<file path="src/common/bcv_consts.svh">
// Constants for the bridge connection verify block
`ifndef BCV_CONSTS_SVH
`define BCV_CONSTS_SVH

// Synchronised comparator indices
`define BCV_C_BRIDGE 0
`define BCV_C_PHA 1
`define BCV_C_PHB 2
`define BCV_C_AMPA 3
`define BCV_C_AMPB 4
`define BCV_C_LSA 5
`define BCV_C_LSB 6
`define BCV_NCMP 7

// Sticky flag indices, also the bit order of the read-clear vector
`define BCV_F_BRIDGE 0
`define BCV_F_AMPA 1
`define BCV_F_AMPB 2
`define BCV_F_LSA 3
`define BCV_F_LSB 4
`define BCV_F_VHA 5
`define BCV_F_VHB 6
`define BCV_F_VLA 7
`define BCV_F_VLB 8
`define BCV_F_PHCONN 9
`define BCV_NFLAG 10
`define BCV_FLAGS_RST 10'h000
`define BCV_FLAG_BIT_RST 1'b0

// Gate drive indices
`define BCV_G_HA 0
`define BCV_G_LA 1
`define BCV_G_HB 2
`define BCV_G_LB 3
`define BCV_NGATE 4
`define BCV_GATES_OFF 4'h0

// Threshold arithmetic
`define BCV_VTH_ONE 4'h1
`define BCV_VTH_STEP_V 4'h2
`define BCV_VTH_RST 4'h2
`define BCV_PERMILLE 16'h03e8
`define BCV_PERMILLE_RST 10'h000
`define BCV_SYNC_RST 1'b0

`endif

</file>
<file path="src/common/bcv_pkg.sv">
// Types shared by the bridge connection verify block
package bcv_pkg;
`include "bcv_consts.svh"
   typedef logic [`BCV_NCMP-1:0] bcv_cmp_t;
   typedef logic [`BCV_NFLAG-1:0] bcv_flags_t;
   typedef logic [`BCV_NGATE-1:0] bcv_gate_t;
endpackage

</file>
<file path="src/common/bcv_cmp_if.sv">
// Carrier for raw and synchronised comparator results
`timescale 1ns/10ps
interface bcv_cmp_if;
   bcv_pkg::bcv_cmp_t raw;
   bcv_pkg::bcv_cmp_t sync;
   modport sync_side (input raw, output sync);
   modport user (output raw, input sync);
endinterface

</file>
<file path="src/design/bcv_sync.sv">
// Two-stage synchroniser bank for the comparator outputs
`timescale 1ns/10ps
`include "bcv_consts.svh"
module bcv_sync
(
   input wire logic core_clk, // Logic clock
   input wire logic rst_n,    // Power-on reset, active low
   bcv_cmp_if.sync_side cmp   // Raw in, synchronised out
);
   bcv_pkg::bcv_cmp_t stage1_reg;
   bcv_pkg::bcv_cmp_t stage2_reg;

   // One pair of flops per comparator; stage 1 feeds only stage 2
   genvar i;
   generate
      for (i = 0; i < `BCV_NCMP; i++)
      begin : g_bit
         always_ff @(posedge core_clk or negedge rst_n)
         begin
            if (!rst_n)
            begin
               stage1_reg[i] <= `BCV_SYNC_RST;
               stage2_reg[i] <= `BCV_SYNC_RST;
            end
            else
            begin
               stage1_reg[i] <= cmp.raw[i];
               stage2_reg[i] <= stage1_reg[i];
            end
         end
      end
   endgenerate

   assign cmp.sync = stage2_reg;
endmodule

</file>
<file path="src/design/bcv_top.sv">
// Bridge terminal connection verification, fault flag and gate stop
// What this block does
// Bridge, sense amp and source checks run always; sense amp checks set result bits only.
// Bridge disconnect threshold is (select code plus one) times two volts.
// Bridge disconnect sets its result bit, both high-side VDS bits, fault flag.
// Bridge disconnect with stop-on-fault forces gates off until the condition ends.
// Bridge result and its high-side VDS bits stay set until cleared.
// Controller keeps threshold within four volts of supply below twelve volts.
// Phase comparator drives its level pin and its phase state bit.
// Six-bit phase code sets threshold at code/64 of bridge voltage.
// An open sense amplifier input sets that amplifier's own result bit.
// Source terminal open sets its result bit, low-side VDS bit, fault flag.
// Source open with stop-on-fault forces gates off until it ends.
// Source result bits and low-side VDS bits stay set until cleared.
// Off-line test currents are active only while their command is set.
// Off-line connection test sets only its result bit, nothing else.
// Controller runs high-side and low-side tests on each phase.
// Set bits clear only on power-on reset or when read.
// A masked check makes no fault state, flag or result bit.
// Phase-connected sets when pull-down command falls with comparator high.
// Comparator outputs are synchronised before setting bits or the flag.
`timescale 1ns/10ps
`include "bcv_consts.svh"
module bcv_top
(
   input wire logic core_clk,                          // Logic clock, 25 MHz
   input wire logic rst_n,                             // Power-on reset, active low
   input wire logic bridge_open_cmp,                   // Supply minus bridge sense above threshold
   input wire logic phase_a_node_cmp,                  // Phase A above phase threshold
   input wire logic phase_b_node_cmp,                  // Phase B above phase threshold
   input wire logic amp_a_open_cmp,                    // Sense amp A input open
   input wire logic amp_b_open_cmp,                    // Sense amp B input open
   input wire logic low_source_return_a_cmp,           // Source A above open threshold
   input wire logic low_source_return_b_cmp,           // Source B above open threshold
   input wire logic [1:0] bridge_open_threshold_sel,   // Bridge disconnect threshold code
   input wire logic [5:0] phase_threshold_code,        // Phase threshold code
   input wire logic stop_on_fault,                     // Stop all gates on fault
   input wire logic mask_bridge_check,                 // Disable bridge disconnect check
   input wire logic mask_source_check,                 // Disable source open checks
   input wire logic mask_amp_check,                    // Disable sense amp open checks
   input wire logic phase_pulldown_test,               // High-side test command
   input wire logic phase_pullup_test,                 // Low-side test command
   input wire logic phase_test_sel,                    // Phase under test, 1 is B
   input wire logic [3:0] gate_cmd,                    // Requested gate drives
   input wire logic [9:0] flag_read_clr,               // Per-bit clear on serial read
   output logic [3:0] bridge_open_threshold_volts,     // Selected threshold in volts
   output logic [9:0] phase_threshold_permille,        // Phase threshold, tenths of percent
   output logic phase_a_level_out,                     // Phase A level pin
   output logic phase_b_level_out,                     // Phase B level pin
   output logic phase_a_state_bit,                     // Phase A state result bit
   output logic phase_b_state_bit,                     // Phase B state result bit
   output logic pulldown_current_en,                   // Pull-down test current on
   output logic pullup_current_en,                     // Pull-up test current on
   output logic [3:0] gate_drive,                      // Gate drives after fault gating
   output logic general_fault_flag,                    // General fault flag
   output logic bridge_open_flag,                      // Bridge disconnect result
   output logic amp_a_open_flag,                       // Sense amp A open result
   output logic amp_b_open_flag,                       // Sense amp B open result
   output logic low_source_a_open_flag,                // Source A open result
   output logic low_source_b_open_flag,                // Source B open result
   output logic vds_fault_high_a,                      // High-side A VDS fault
   output logic vds_fault_high_b,                      // High-side B VDS fault
   output logic vds_fault_low_a,                       // Low-side A VDS fault
   output logic vds_fault_low_b,                       // Low-side B VDS fault
   output logic phase_connected_flag                   // Phase connection verified
);
   bcv_cmp_if cmp_bus ();
   bcv_pkg::bcv_flags_t flags_reg;
   bcv_pkg::bcv_flags_t set_vec;
   bcv_pkg::bcv_gate_t gate_drive_reg;
   bcv_pkg::bcv_gate_t gate_drive_next;
   logic [3:0] vth_reg;
   logic [3:0] vth_next;
   logic [9:0] permille_reg;
   logic [15:0] permille_prod;
   logic fault_reg;
   logic level_a_reg;
   logic level_b_reg;
   logic pd_en_reg;
   logic pu_en_reg;
   logic pd_prev_reg;
   logic pu_prev_reg;
   logic bridge_hit;
   logic lsa_hit;
   logic lsb_hit;
   logic ampa_hit;
   logic ampb_hit;
   logic fault_active;
   logic sel_cmp;
   logic pd_fall;
   logic pu_fall;
   logic phconn_hit;

   // Raw comparator bundle into the synchroniser
   assign cmp_bus.raw = {low_source_return_b_cmp, low_source_return_a_cmp, amp_b_open_cmp,
                         amp_a_open_cmp, phase_b_node_cmp, phase_a_node_cmp, bridge_open_cmp};

   // Synchronise every comparator before use
   bcv_sync u_sync
   (
      .core_clk (core_clk),
      .rst_n (rst_n),
      .cmp (cmp_bus.sync_side)
   );

   // Live check results, each gated by its mask
   assign bridge_hit = cmp_bus.sync[`BCV_C_BRIDGE] & ~mask_bridge_check;
   assign lsa_hit = cmp_bus.sync[`BCV_C_LSA] & ~mask_source_check;
   assign lsb_hit = cmp_bus.sync[`BCV_C_LSB] & ~mask_source_check;
   assign ampa_hit = cmp_bus.sync[`BCV_C_AMPA] & ~mask_amp_check;
   assign ampb_hit = cmp_bus.sync[`BCV_C_AMPB] & ~mask_amp_check;
   assign fault_active = bridge_hit | lsa_hit | lsb_hit;

   // Off-line phase test: result taken on the falling command edge
   assign sel_cmp = phase_test_sel ? cmp_bus.sync[`BCV_C_PHB] : cmp_bus.sync[`BCV_C_PHA];
   assign pd_fall = pd_prev_reg & ~phase_pulldown_test;
   assign pu_fall = pu_prev_reg & ~phase_pullup_test;
   assign phconn_hit = (pd_fall & sel_cmp) | (pu_fall & ~sel_cmp);

   // Set sources for the sticky flags
   assign set_vec[`BCV_F_BRIDGE] = bridge_hit;
   assign set_vec[`BCV_F_VHA] = bridge_hit;
   assign set_vec[`BCV_F_VHB] = bridge_hit;
   assign set_vec[`BCV_F_AMPA] = ampa_hit;
   assign set_vec[`BCV_F_AMPB] = ampb_hit;
   assign set_vec[`BCV_F_LSA] = lsa_hit;
   assign set_vec[`BCV_F_LSB] = lsb_hit;
   assign set_vec[`BCV_F_VLA] = lsa_hit;
   assign set_vec[`BCV_F_VLB] = lsb_hit;
   assign set_vec[`BCV_F_PHCONN] = phconn_hit;

   // Gate stop while a connection fault is live
   assign gate_drive_next = (stop_on_fault & fault_active) ? `BCV_GATES_OFF : gate_cmd;

   // Threshold decode
   assign vth_next = ({2'h0, bridge_open_threshold_sel} + `BCV_VTH_ONE) * `BCV_VTH_STEP_V;
   assign permille_prod = {10'h000, phase_threshold_code} * `BCV_PERMILLE;

   // Sticky flags: set wins over read clear, reset only by power-on
   genvar i;
   generate
      for (i = 0; i < `BCV_NFLAG; i++)
      begin : g_flag
         always_ff @(posedge core_clk or negedge rst_n)
         begin
            if (!rst_n)
               flags_reg[i] <= `BCV_FLAG_BIT_RST;
            else
               flags_reg[i] <= set_vec[i] | (flags_reg[i] & ~flag_read_clr[i]);
         end
      end
   endgenerate

   // Fault flag and gate drive
   always_ff @(posedge core_clk or negedge rst_n)
   begin
      if (!rst_n)
      begin
         fault_reg <= 1'b0;
         gate_drive_reg <= `BCV_GATES_OFF;
      end
      else
      begin
         fault_reg <= fault_active;
         gate_drive_reg <= gate_drive_next;
      end
   end

   // Phase level pins and state bits
   always_ff @(posedge core_clk or negedge rst_n)
   begin
      if (!rst_n)
      begin
         level_a_reg <= 1'b0;
         level_b_reg <= 1'b0;
      end
      else
      begin
         level_a_reg <= cmp_bus.sync[`BCV_C_PHA];
         level_b_reg <= cmp_bus.sync[`BCV_C_PHB];
      end
   end

   // Off-line test currents follow their commands only
   always_ff @(posedge core_clk or negedge rst_n)
   begin
      if (!rst_n)
      begin
         pd_en_reg <= 1'b0;
         pu_en_reg <= 1'b0;
         pd_prev_reg <= 1'b0;
         pu_prev_reg <= 1'b0;
      end
      else
      begin
         pd_en_reg <= phase_pulldown_test;
         pu_en_reg <= phase_pullup_test;
         pd_prev_reg <= phase_pulldown_test;
         pu_prev_reg <= phase_pullup_test;
      end
   end

   // Threshold outputs
   always_ff @(posedge core_clk or negedge rst_n)
   begin
      if (!rst_n)
      begin
         vth_reg <= `BCV_VTH_RST;
         permille_reg <= `BCV_PERMILLE_RST;
      end
      else
      begin
         vth_reg <= vth_next;
         permille_reg <= permille_prod[15:6];
      end
   end

   // Output wiring from flops
   assign bridge_open_threshold_volts = vth_reg;
   assign phase_threshold_permille = permille_reg;
   assign phase_a_level_out = level_a_reg;
   assign phase_b_level_out = level_b_reg;
   assign phase_a_state_bit = level_a_reg;
   assign phase_b_state_bit = level_b_reg;
   assign pulldown_current_en = pd_en_reg;
   assign pullup_current_en = pu_en_reg;
   assign gate_drive = gate_drive_reg;
   assign general_fault_flag = fault_reg;
   assign bridge_open_flag = flags_reg[`BCV_F_BRIDGE];
   assign amp_a_open_flag = flags_reg[`BCV_F_AMPA];
   assign amp_b_open_flag = flags_reg[`BCV_F_AMPB];
   assign low_source_a_open_flag = flags_reg[`BCV_F_LSA];
   assign low_source_b_open_flag = flags_reg[`BCV_F_LSB];
   assign vds_fault_high_a = flags_reg[`BCV_F_VHA];
   assign vds_fault_high_b = flags_reg[`BCV_F_VHB];
   assign vds_fault_low_a = flags_reg[`BCV_F_VLA];
   assign vds_fault_low_b = flags_reg[`BCV_F_VLB];
   assign phase_connected_flag = flags_reg[`BCV_F_PHCONN];
endmodule

</file>
<file path="config.mk">
export PLATFORM = sky130hd
export DESIGN_NAME = bcv_top
export DESIGN_NICKNAME = d
export VERILOG_FILES = /design/src/common/bcv_pkg.sv /design/src/common/bcv_cmp_if.sv /design/src/design/bcv_sync.sv /design/src/design/bcv_top.sv
export VERILOG_INCLUDE_DIRS = /design/src /design/src/common
export SDC_FILE = /design/constraint.sdc
export NUM_CORES = 1
export LEC_CHECK = 0
export CAP_MARGIN = 40
export CORE_MARGIN = 5
export CORE_UTILIZATION = 55
export DETAILED_ROUTE_END_ITERATION = 12
export DONT_BUFFER_PORTS = 1
export PLACE_DENSITY_LB_ADDON = 0.15
export SYNTH_ARGS = -nofsm -noshare
export SYNTH_HDL_FRONTEND = slang
export SYNTH_SLANG_ARGS = --single-unit
export TNS_END_PERCENT = 30
</file>
<file path="constraint.sdc">
create_clock -name core_clk -period 1.05 [get_ports core_clk]
set_input_delay 0.0525 -clock core_clk [delete_from_list [all_inputs] [get_ports core_clk]]
set_output_delay 0.0525 -clock core_clk [all_outputs]
set_load 0.1 [all_outputs]
</file>
==> summary.txt, run 1 <==
Pwr
  • VDD IR max: 1.553 mV
  • Internal power: 5.092 mW
  • Flop pwr share: 25.4%
  • Total power draw: 9.013 mW
  • Leakage: 1.662 nW
  • Pwr Density: 2609 nW/um2
  • Switching power: 3.921 mW
  • Logic gate share of total power: 56.8%
  • Sw Share: 43.50%
  • Clk pwr share: 17.7%

Status
  • Outcome: complete, but fails checks
  • Failing checks: negative hold slack, negative setup slack

Clock tree
  • Clock-pin slew on the worst setup and hold paths: 0.09 ns
  • CTS tree: yes
  • Root buf cell: clkbuf_8
  • TritonCTS Buffers: 5
  • H-tree lvl count: 2
  • CTS sink cnt: 46
  • Post-CTS Hold Buffers: 27
  • CTS Buffer Depth: 2
  • Clock Latency Late Sink: 0.30 ns

Route
  • Vias: 1574
  • DRT antenna net count: 0
  • Drt drc: 0
  • Routed WL: 6.090 mm
  • Vias/cell: 5.061
  • Drt first pass iters: 4
  • Iter 0 DRT Violations: 80
  • Wire per inst: 19.58 um

Synthesis
  • Post-synthesis sequential area ratio: 51.57%
  • Area leader, netlist: dfrtp_1
  • Syn Nets: 252
  • Top cells by area, synth: dfrtp_1, ha_1, fa_1
  • Yosys cell types: 30
  • Syn Inst Count: 178
  • Avg Cell Area, Syn: 12.55 um2
  • Synth warnings: 0
  • Mapped Area: 2235 um2
  • Top-area cell type share of the netlist area: 50.39%
  • Synth Register Bits: 46

Final layout
  • Ratio of cells with drive above 1 in the final layout: 33.72%
  • Diode count: 0
  • Final cell count without fillers: 311
  • # fillers: 177
  • Register Area: 1155 um2
  • Max reg flops: 10
  • P&R area growth vs syn: 54.59%
  • Multi-input gate area: 1064 um2
  • Nets: 334

Setup path
  • Path type of the worst setup path: in2reg
  • Startpoint types: input port
  • Crit end category: flip-flop
  • Worst Path Max Fanout: 3
  • Arrival time worst endpoint: 2.64 ns
  • Worst Path Required: 1.23 ns

Floorplanning
  • Core Rows: 23
  • Top Ports: 73
  • Core area: 3971 um2
  • Die height: 73.74 um
  • Die W: 73.74 um
  • Die Area: 5438 um2
  • Starting density of the core: 56.27%

Placement
  • Port bufs: 0
  • Gpl congestion: 0.7778
  • HPWL Detailed: 3.694 mm
  • Placed Cells: 273

Global route
  • Pin count of the biggest net entering global routing: 47
  • First-pass GRT wire length: 9.025 mm
  • Vias in the first global route: 1833
  • Total global routing overflow: 0
  • Tot GR Track Use: 23.05%
  • Initial antenna violation count: 0

STA
  • Slew Limit Fails: 0
  • Setup TNS: -10.16 ns
  • Final setup vio count: 10
  • Fin crit share: 233.8%
  • RSZ-0062 raised after global routing: yes
  • Final Hold Vio Count: 47
  • Worst hold margin: -0.5639 ns
  • Post-route setup slack: -1.405 ns
  • Achievable Freq: 407.3 MHz
  • Min Clock Period, post-route: 2.455 ns
  • Clock skew: 0.01372 ns

Job
  • Max-cap check violation count: 0

Worst hold path
  • Hold crit path type: in2async
cell usage after synthesis:
| master | number |
|---|---|
| o21bai_1 | 1 |
| fa_1 | 13 |
| o22ai_1 | 2 |
| a21o_2 | 1 |
| a21oi_1 | 4 |
| and4b_1 | 1 |
| dfstp_2 | 1 |
| inv_1 | 34 |
| xnor2_1 | 5 |
| buf_4 | 3 |
| nor2_1 | 2 |
| nand3_1 | 2 |
| mux2i_1 | 4 |
| conb_1 | 1 |
| nand3b_1 | 1 |
| a21oi_2 | 1 |
| o21ai_0 | 10 |
| o31ai_2 | 1 |
| nand2b_1 | 4 |
| and2_1 | 6 |
| ha_1 | 23 |
| o21a_1 | 1 |
| dfrtp_1 | 45 |
| nand2_1 | 5 |
| nor3_1 | 1 |
| xor2_1 | 2 |
| nor2b_1 | 1 |
| a21o_1 | 1 |
| a211oi_1 | 1 |
| o311ai_0 | 1 |
cell usage in the layout, fill, tap and decap left out, drive strengths merged, types with 5 or more instances in the layout:
| cell | Yosys | routed |
|---|---|---|
| a21oi | 5 | 5 |
| and2 | 6 | 6 |
| buf | 3 | 51 |
| clkbuf | 0 | 6 |
| dfrtp | 45 | 45 |
| dlygate4sd3 | 0 | 27 |
| fa | 13 | 13 |
| ha | 23 | 23 |
| inv | 34 | 34 |
| nand2 | 5 | 5 |
| o21ai | 10 | 10 |
| xnor2 | 5 | 5 |
per-stage QoR:
stage                     utilization (%)  setup WS (ns)  instance area (um2)  hold slack (ns)
after floorplan                         -         -1.583                 2281          -0.2431
after global placement              73.88         -1.650                 2934          -0.2419
after detailed placement            73.88         -1.828                 2934          -0.2419
after CTS                           85.29         -1.357                 3387          -0.5622
after global routing                86.99         -1.448                 3455          -0.5806
final                               86.99         -1.405                 3455          -0.5639
worst max-delay path, stage by stage:
cell and delay, ns:
fa_1 0.51, ha_1 0.33, fa_1 0.44, ha_2 0.21, fa_2 0.43, a21o_4 0.23, a21oi_4 0.19, o21ai_2 0.08
xor2_1 0.16
per-layer routing:
metal | GRT usage [%] | up-vias | share of wire, %
li1 | - | 718 | -
met3 | 5.609 | 16 | 6.1
met1 | 23.41 | 777 | 36
met4 | 9.658 | 0 | 3.6
met2 | 44.00 | 63 | 55
met5 | 0 | - | 0
path summary, 6_finish.rpt:
kind	slack, ns	cells after the start	to	from
setup / recovery	-1.41	9	phase_threshold_permille[7]	phase_threshold_code[0]
hold / removal	-0.56	0	gate_drive[2]	rst_n
setup reg to reg	0.01	4	gate_drive[1]	u_sync.cmp.sync[5]
hold reg to reg	0.36	0	u_sync.cmp.sync[3]	u_sync.stage1_reg[3]
max in group asynchronous	1.43	0	bridge_open_threshold_volts[1]	rst_n
min in group core_clk	-0.04	2	phase_connected_flag	flag_read_clr[9]
final cells by class:
class                      instances  area share (%)
clock buffer                       6           2.390
clock inverter                     2           1.739
inverter                          34           3.694
multi-input combinational         95           30.79
sequential                        46           33.43
tap                               50           1.811
timing repair buffer              78           26.15
kinds of logic after synthesis:
group	share of synthesized area, %
AO/OA/AOI/OAI	6.776
buffers and inverters	6.719
flip-flops	51.57
adder cells (fa/ha/maj)	24.52
multiplexers	1.792
other	0.1678
XOR/XNOR	2.744
AND/OR/NAND/NOR	5.711
repair_timing:
item	in CTS	in global routing
resized for setup	7	12
hold endpoints to repair	73	46
pin swaps	13	5
endpoints found under the setup margin	14	15
setup buffers	2	1
power by group through the flow:
stage | logic (mW) | registers [mW] | clock network [mW]
2_1_floorplan | 1.31 | 3.96 | 0
3_3_place_gp | 4.52 | 2.28 | 0
3_5_place_dp | 4.65 | 2.29 | 0
4_1_cts | 4.88 | 2.28 | 1.59
5_1_grt | 5.37 | 2.32 | 1.70
6_report | 5.12 | 2.29 | 1.60
Power figures use the tool's default switching activity.
==> inputs of run 2 (changes only) <==
--- a/config.mk
+++ b/config.mk
@@ -6,11 +6,12 @@
 export SDC_FILE = /design/constraint.sdc
 export NUM_CORES = 1
 export LEC_CHECK = 0
+export ABC_AREA = 1
+export BUFFER_PORTS_ARGS = -buffer_cell sky130_fd_sc_hd__buf_2
 export CAP_MARGIN = 40
 export CORE_MARGIN = 5
-export CORE_UTILIZATION = 55
+export CORE_UTILIZATION = 51
 export DETAILED_ROUTE_END_ITERATION = 12
-export DONT_BUFFER_PORTS = 1
 export PLACE_DENSITY_LB_ADDON = 0.15
 export SYNTH_ARGS = -nofsm -noshare
 export SYNTH_HDL_FRONTEND = slang
==> summary.txt, run 2 <==
Status
  • Outcome: complete, but fails checks
  • Failing checks: negative setup slack

Global route
  • Met3 track demand over resource: 3.241%
  • Tot GR Track Use: 22.17%
  • First-pass GRT wire length: 10.35 mm
  • Pin count of the biggest net entering global routing: 24
  • Met2 Use GR: 41.99%
  • Initial antenna violation count: 0
  • Total global routing overflow: 0
  • Vias in the first global route: 2101
  • Routing usage on met1: 23.90%
  • GRT Max-Usage Layer: met2

Pwr
  • Leakage: 2.040 nW
  • Sw Share: 46.30%
  • VDD IR max: 1.330 mV
  • Clk pwr share: 13.0%
  • Switching power: 3.955 mW
  • Flop pwr share: 26.8%
  • Internal power: 4.586 mW
  • Pwr Density: 2200 nW/um2
  • Logic gate share of total power: 60.3%

Setup path
  • Startpoint types: input port
  • Crit. Startpoint: phase_threshold_code[0]
  • Arrival time worst endpoint: 2.59 ns
  • Crit end category: flip-flop
  • Crit path capture: phase_threshold_permille[6]
  • FF-to-FF Start: u_sync.cmp.sync[0]
  • Path type of the worst setup path: in2reg
  • R2R cell count: 4
  • Reg2reg end: gate_drive[1]
  • Worst Path Max Fanout: 4
  • Worst Path Required: 1.29 ns
  • Max incr delay on CP: 0.58 ns
  • Crit-path cells: buf_6, fa_1, inv_1, fa_1, fa_1, inv_2, ha_4, nand3_4, nand3_4, nand2_2, nand2_1, nand2_1, nand2_1
  • Crit path max-delay cell type: fa_1
  • R2R Setup Slk: 0.09 ns

Final layout
  • Max reg flops: 10
  • Commonest non-fill, non-tap cell in the layout: inv_1
  • Diode count: 0
  • Multi-input gate area: 1045 um2
  • Most frequent cells in the layout: inv_1, dfrtp_1, buf_2, buf_12, nand2_1
  • Ratio of cells with drive above 1 in the final layout: 38.37%
  • P&R area growth vs syn: 65.67%
  • Fin util: 87.95%
  • Register Area: 1152 um2
  • # fillers: 181
  • Nets: 417

Route
  • Drt first pass iters: 7
  • DRT antenna net count: 0
  • Drt drc: 0
  • Routed WL: 6.352 mm
  • Vias: 1897
  • Iter 0 DRT Violations: 123
  • Vias/cell: 4.790
  • Wire per inst: 16.04 um

Floorplanning
  • Core area: 4414 um2
  • Core Rows: 24
  • Top Ports: 73
  • Starting density of the core: 53.09%
  • Die height: 77.79 um
  • Die W: 77.79 um
  • Die Area: 6051 um2

Synthesis
  • Post-synthesis xor/xnor area fraction: 1.815%
  • Top-area cell type share of the netlist area: 48.05%
  • Mapped Area: 2343 um2
  • Area leader, netlist: dfrtp_1
  • Yosys cell types: 24
  • Asr flop ratio synth: 100.0%
  • Top cells by area, synth: dfrtp_1, ha_1, fa_1
  • Post-synth top cells: inv_1, dfrtp_1, nand2_1
  • Synth Area in Compound Gates: 2.830%
  • Mux cell area share after synthesis: 0%
  • Synth Area in Simple Gates: 12.55%
  • Synth Register Bits: 46
  • Post-synthesis sequential area ratio: 49.17%
  • EDFF count, synth: 0
  • Syn Inst Count: 221
  • Largest family of logic cells by synthesized area: adder cells
  • Avg Cell Area, Syn: 10.60 um2
  • Post-Synth Adder-Cell Area: 23.38%
  • Top_reg_cell synth: dfrtp_1
  • Count leader, synth: inv_1
  • Syn Nets: 295
  • Synth warnings: 0

Placement
  • Gpl congestion: 0.8266
  • Port bufs: 71
  • HPWL Detailed: 3.940 mm
  • Pre-CTS WS: -1.680 ns

Clock tree
  • Clock-pin slew on the worst setup and hold paths: 0.08 ns
  • Root buf cell: clkbuf_8
  • CTS tree: yes
  • H-tree lvl count: 2
  • TritonCTS Buffers: 5
  • CTS sink cnt: 46
  • CTS Buffer Depth: 2
  • Clock Latency Late Sink: 0.30 ns

STA
  • Post-route setup slack: -1.305 ns
  • Final Hold Vio Count: 0
  • Clock skew: 0.006948 ns
  • Fin crit share: 224.2%
  • Slew Limit Fails: 0
  • RSZ-0062 raised after global routing: yes
  • Achievable Freq: 424.7 MHz
  • Final setup vio count: 10
  • Min Clock Period, post-route: 2.355 ns

Job
  • Max-cap check violation count: 0

Worst hold path
  • Hold crit path type: in2reg
  • Hold Crit Start: stop_on_fault
run 2: logic make-up after synthesis:
kind of cell               count (synthesis)
and+or+nand+nor                           62
other                                      1
xor gates and xnor gates                   4
AOI/OAI and AO/OA                         12
DFF                                       46
adders and majority gates                 36
buffers and inverters                     60
run 2: stage by stage:
step	TNS (ns)	hold slack [ns]	instances	instance area [um2]	power (mW)
after detailed placement	-13.63	-0.07030	359	3445	7.133
after global placement	-13.13	-0.07145	359	3445	7.028
after floorplan	-13.33	-0.2431	221	2389	5.323
after CTS	-10.09	0.05724	395	3865	8.415
final	-10.31	0.08860	396	3882	8.541
after global routing	-11.05	0.08317	396	3882	8.969
run 2: what timing repair did:
action / CTS / global route
hold buffers: 27 / 0
setup endpoints to repair: 10 / 10
resized for setup: 11 / 2
setup buffers: 1 / 1
endpoints found under the hold margin: 70 / 0
pin swaps: 5 / 2
run 2: per-layer routing:
metal  vias up  share of wire (%)
li1        895                  -
met1       906                 35
met2        77                 56
met3        19                6.0
met4         0                2.9
met5         -                  0
run 2: area by class of cell:
class | instances | share of cell area (%)
clock buffer | 6 | 2.127
clock inverter | 2 | 0.3223
inverter | 57 | 5.511
multi-input combinational | 115 | 26.91
sequential | 46 | 29.68
tap | 52 | 1.676
timing repair buffer | 118 | 33.77
run 2: critical path, delay by kind of cell:
family / cells / cell delay [ns]
fa+ha+maj: 4 / 1.86
simple gates: 6 / 0.46
buf+inv: 3 / 0.21
run 2: how the worst min path moves through the flow:
stage	endpoint	depth (start not counted)
2_1_floorplan	amp_a_open_flag	0
3_3_place_gp	low_source_a_open_flag	1
3_5_place_dp	low_source_a_open_flag	1
4_1_cts	low_source_b_open_flag	4
5_1_grt	gate_drive[2]	3
6_report	gate_drive[0]	3
run 2: power by group through the flow:
stage	clock (mW)	sequential, mW	combinational (mW)
floorplan	0	3.92	1.40
global placement	0	2.29	4.74
detailed placement	0	2.30	4.83
CTS	1.11	2.27	5.03
global route	1.22	2.31	5.44
finish	1.11	2.29	5.15
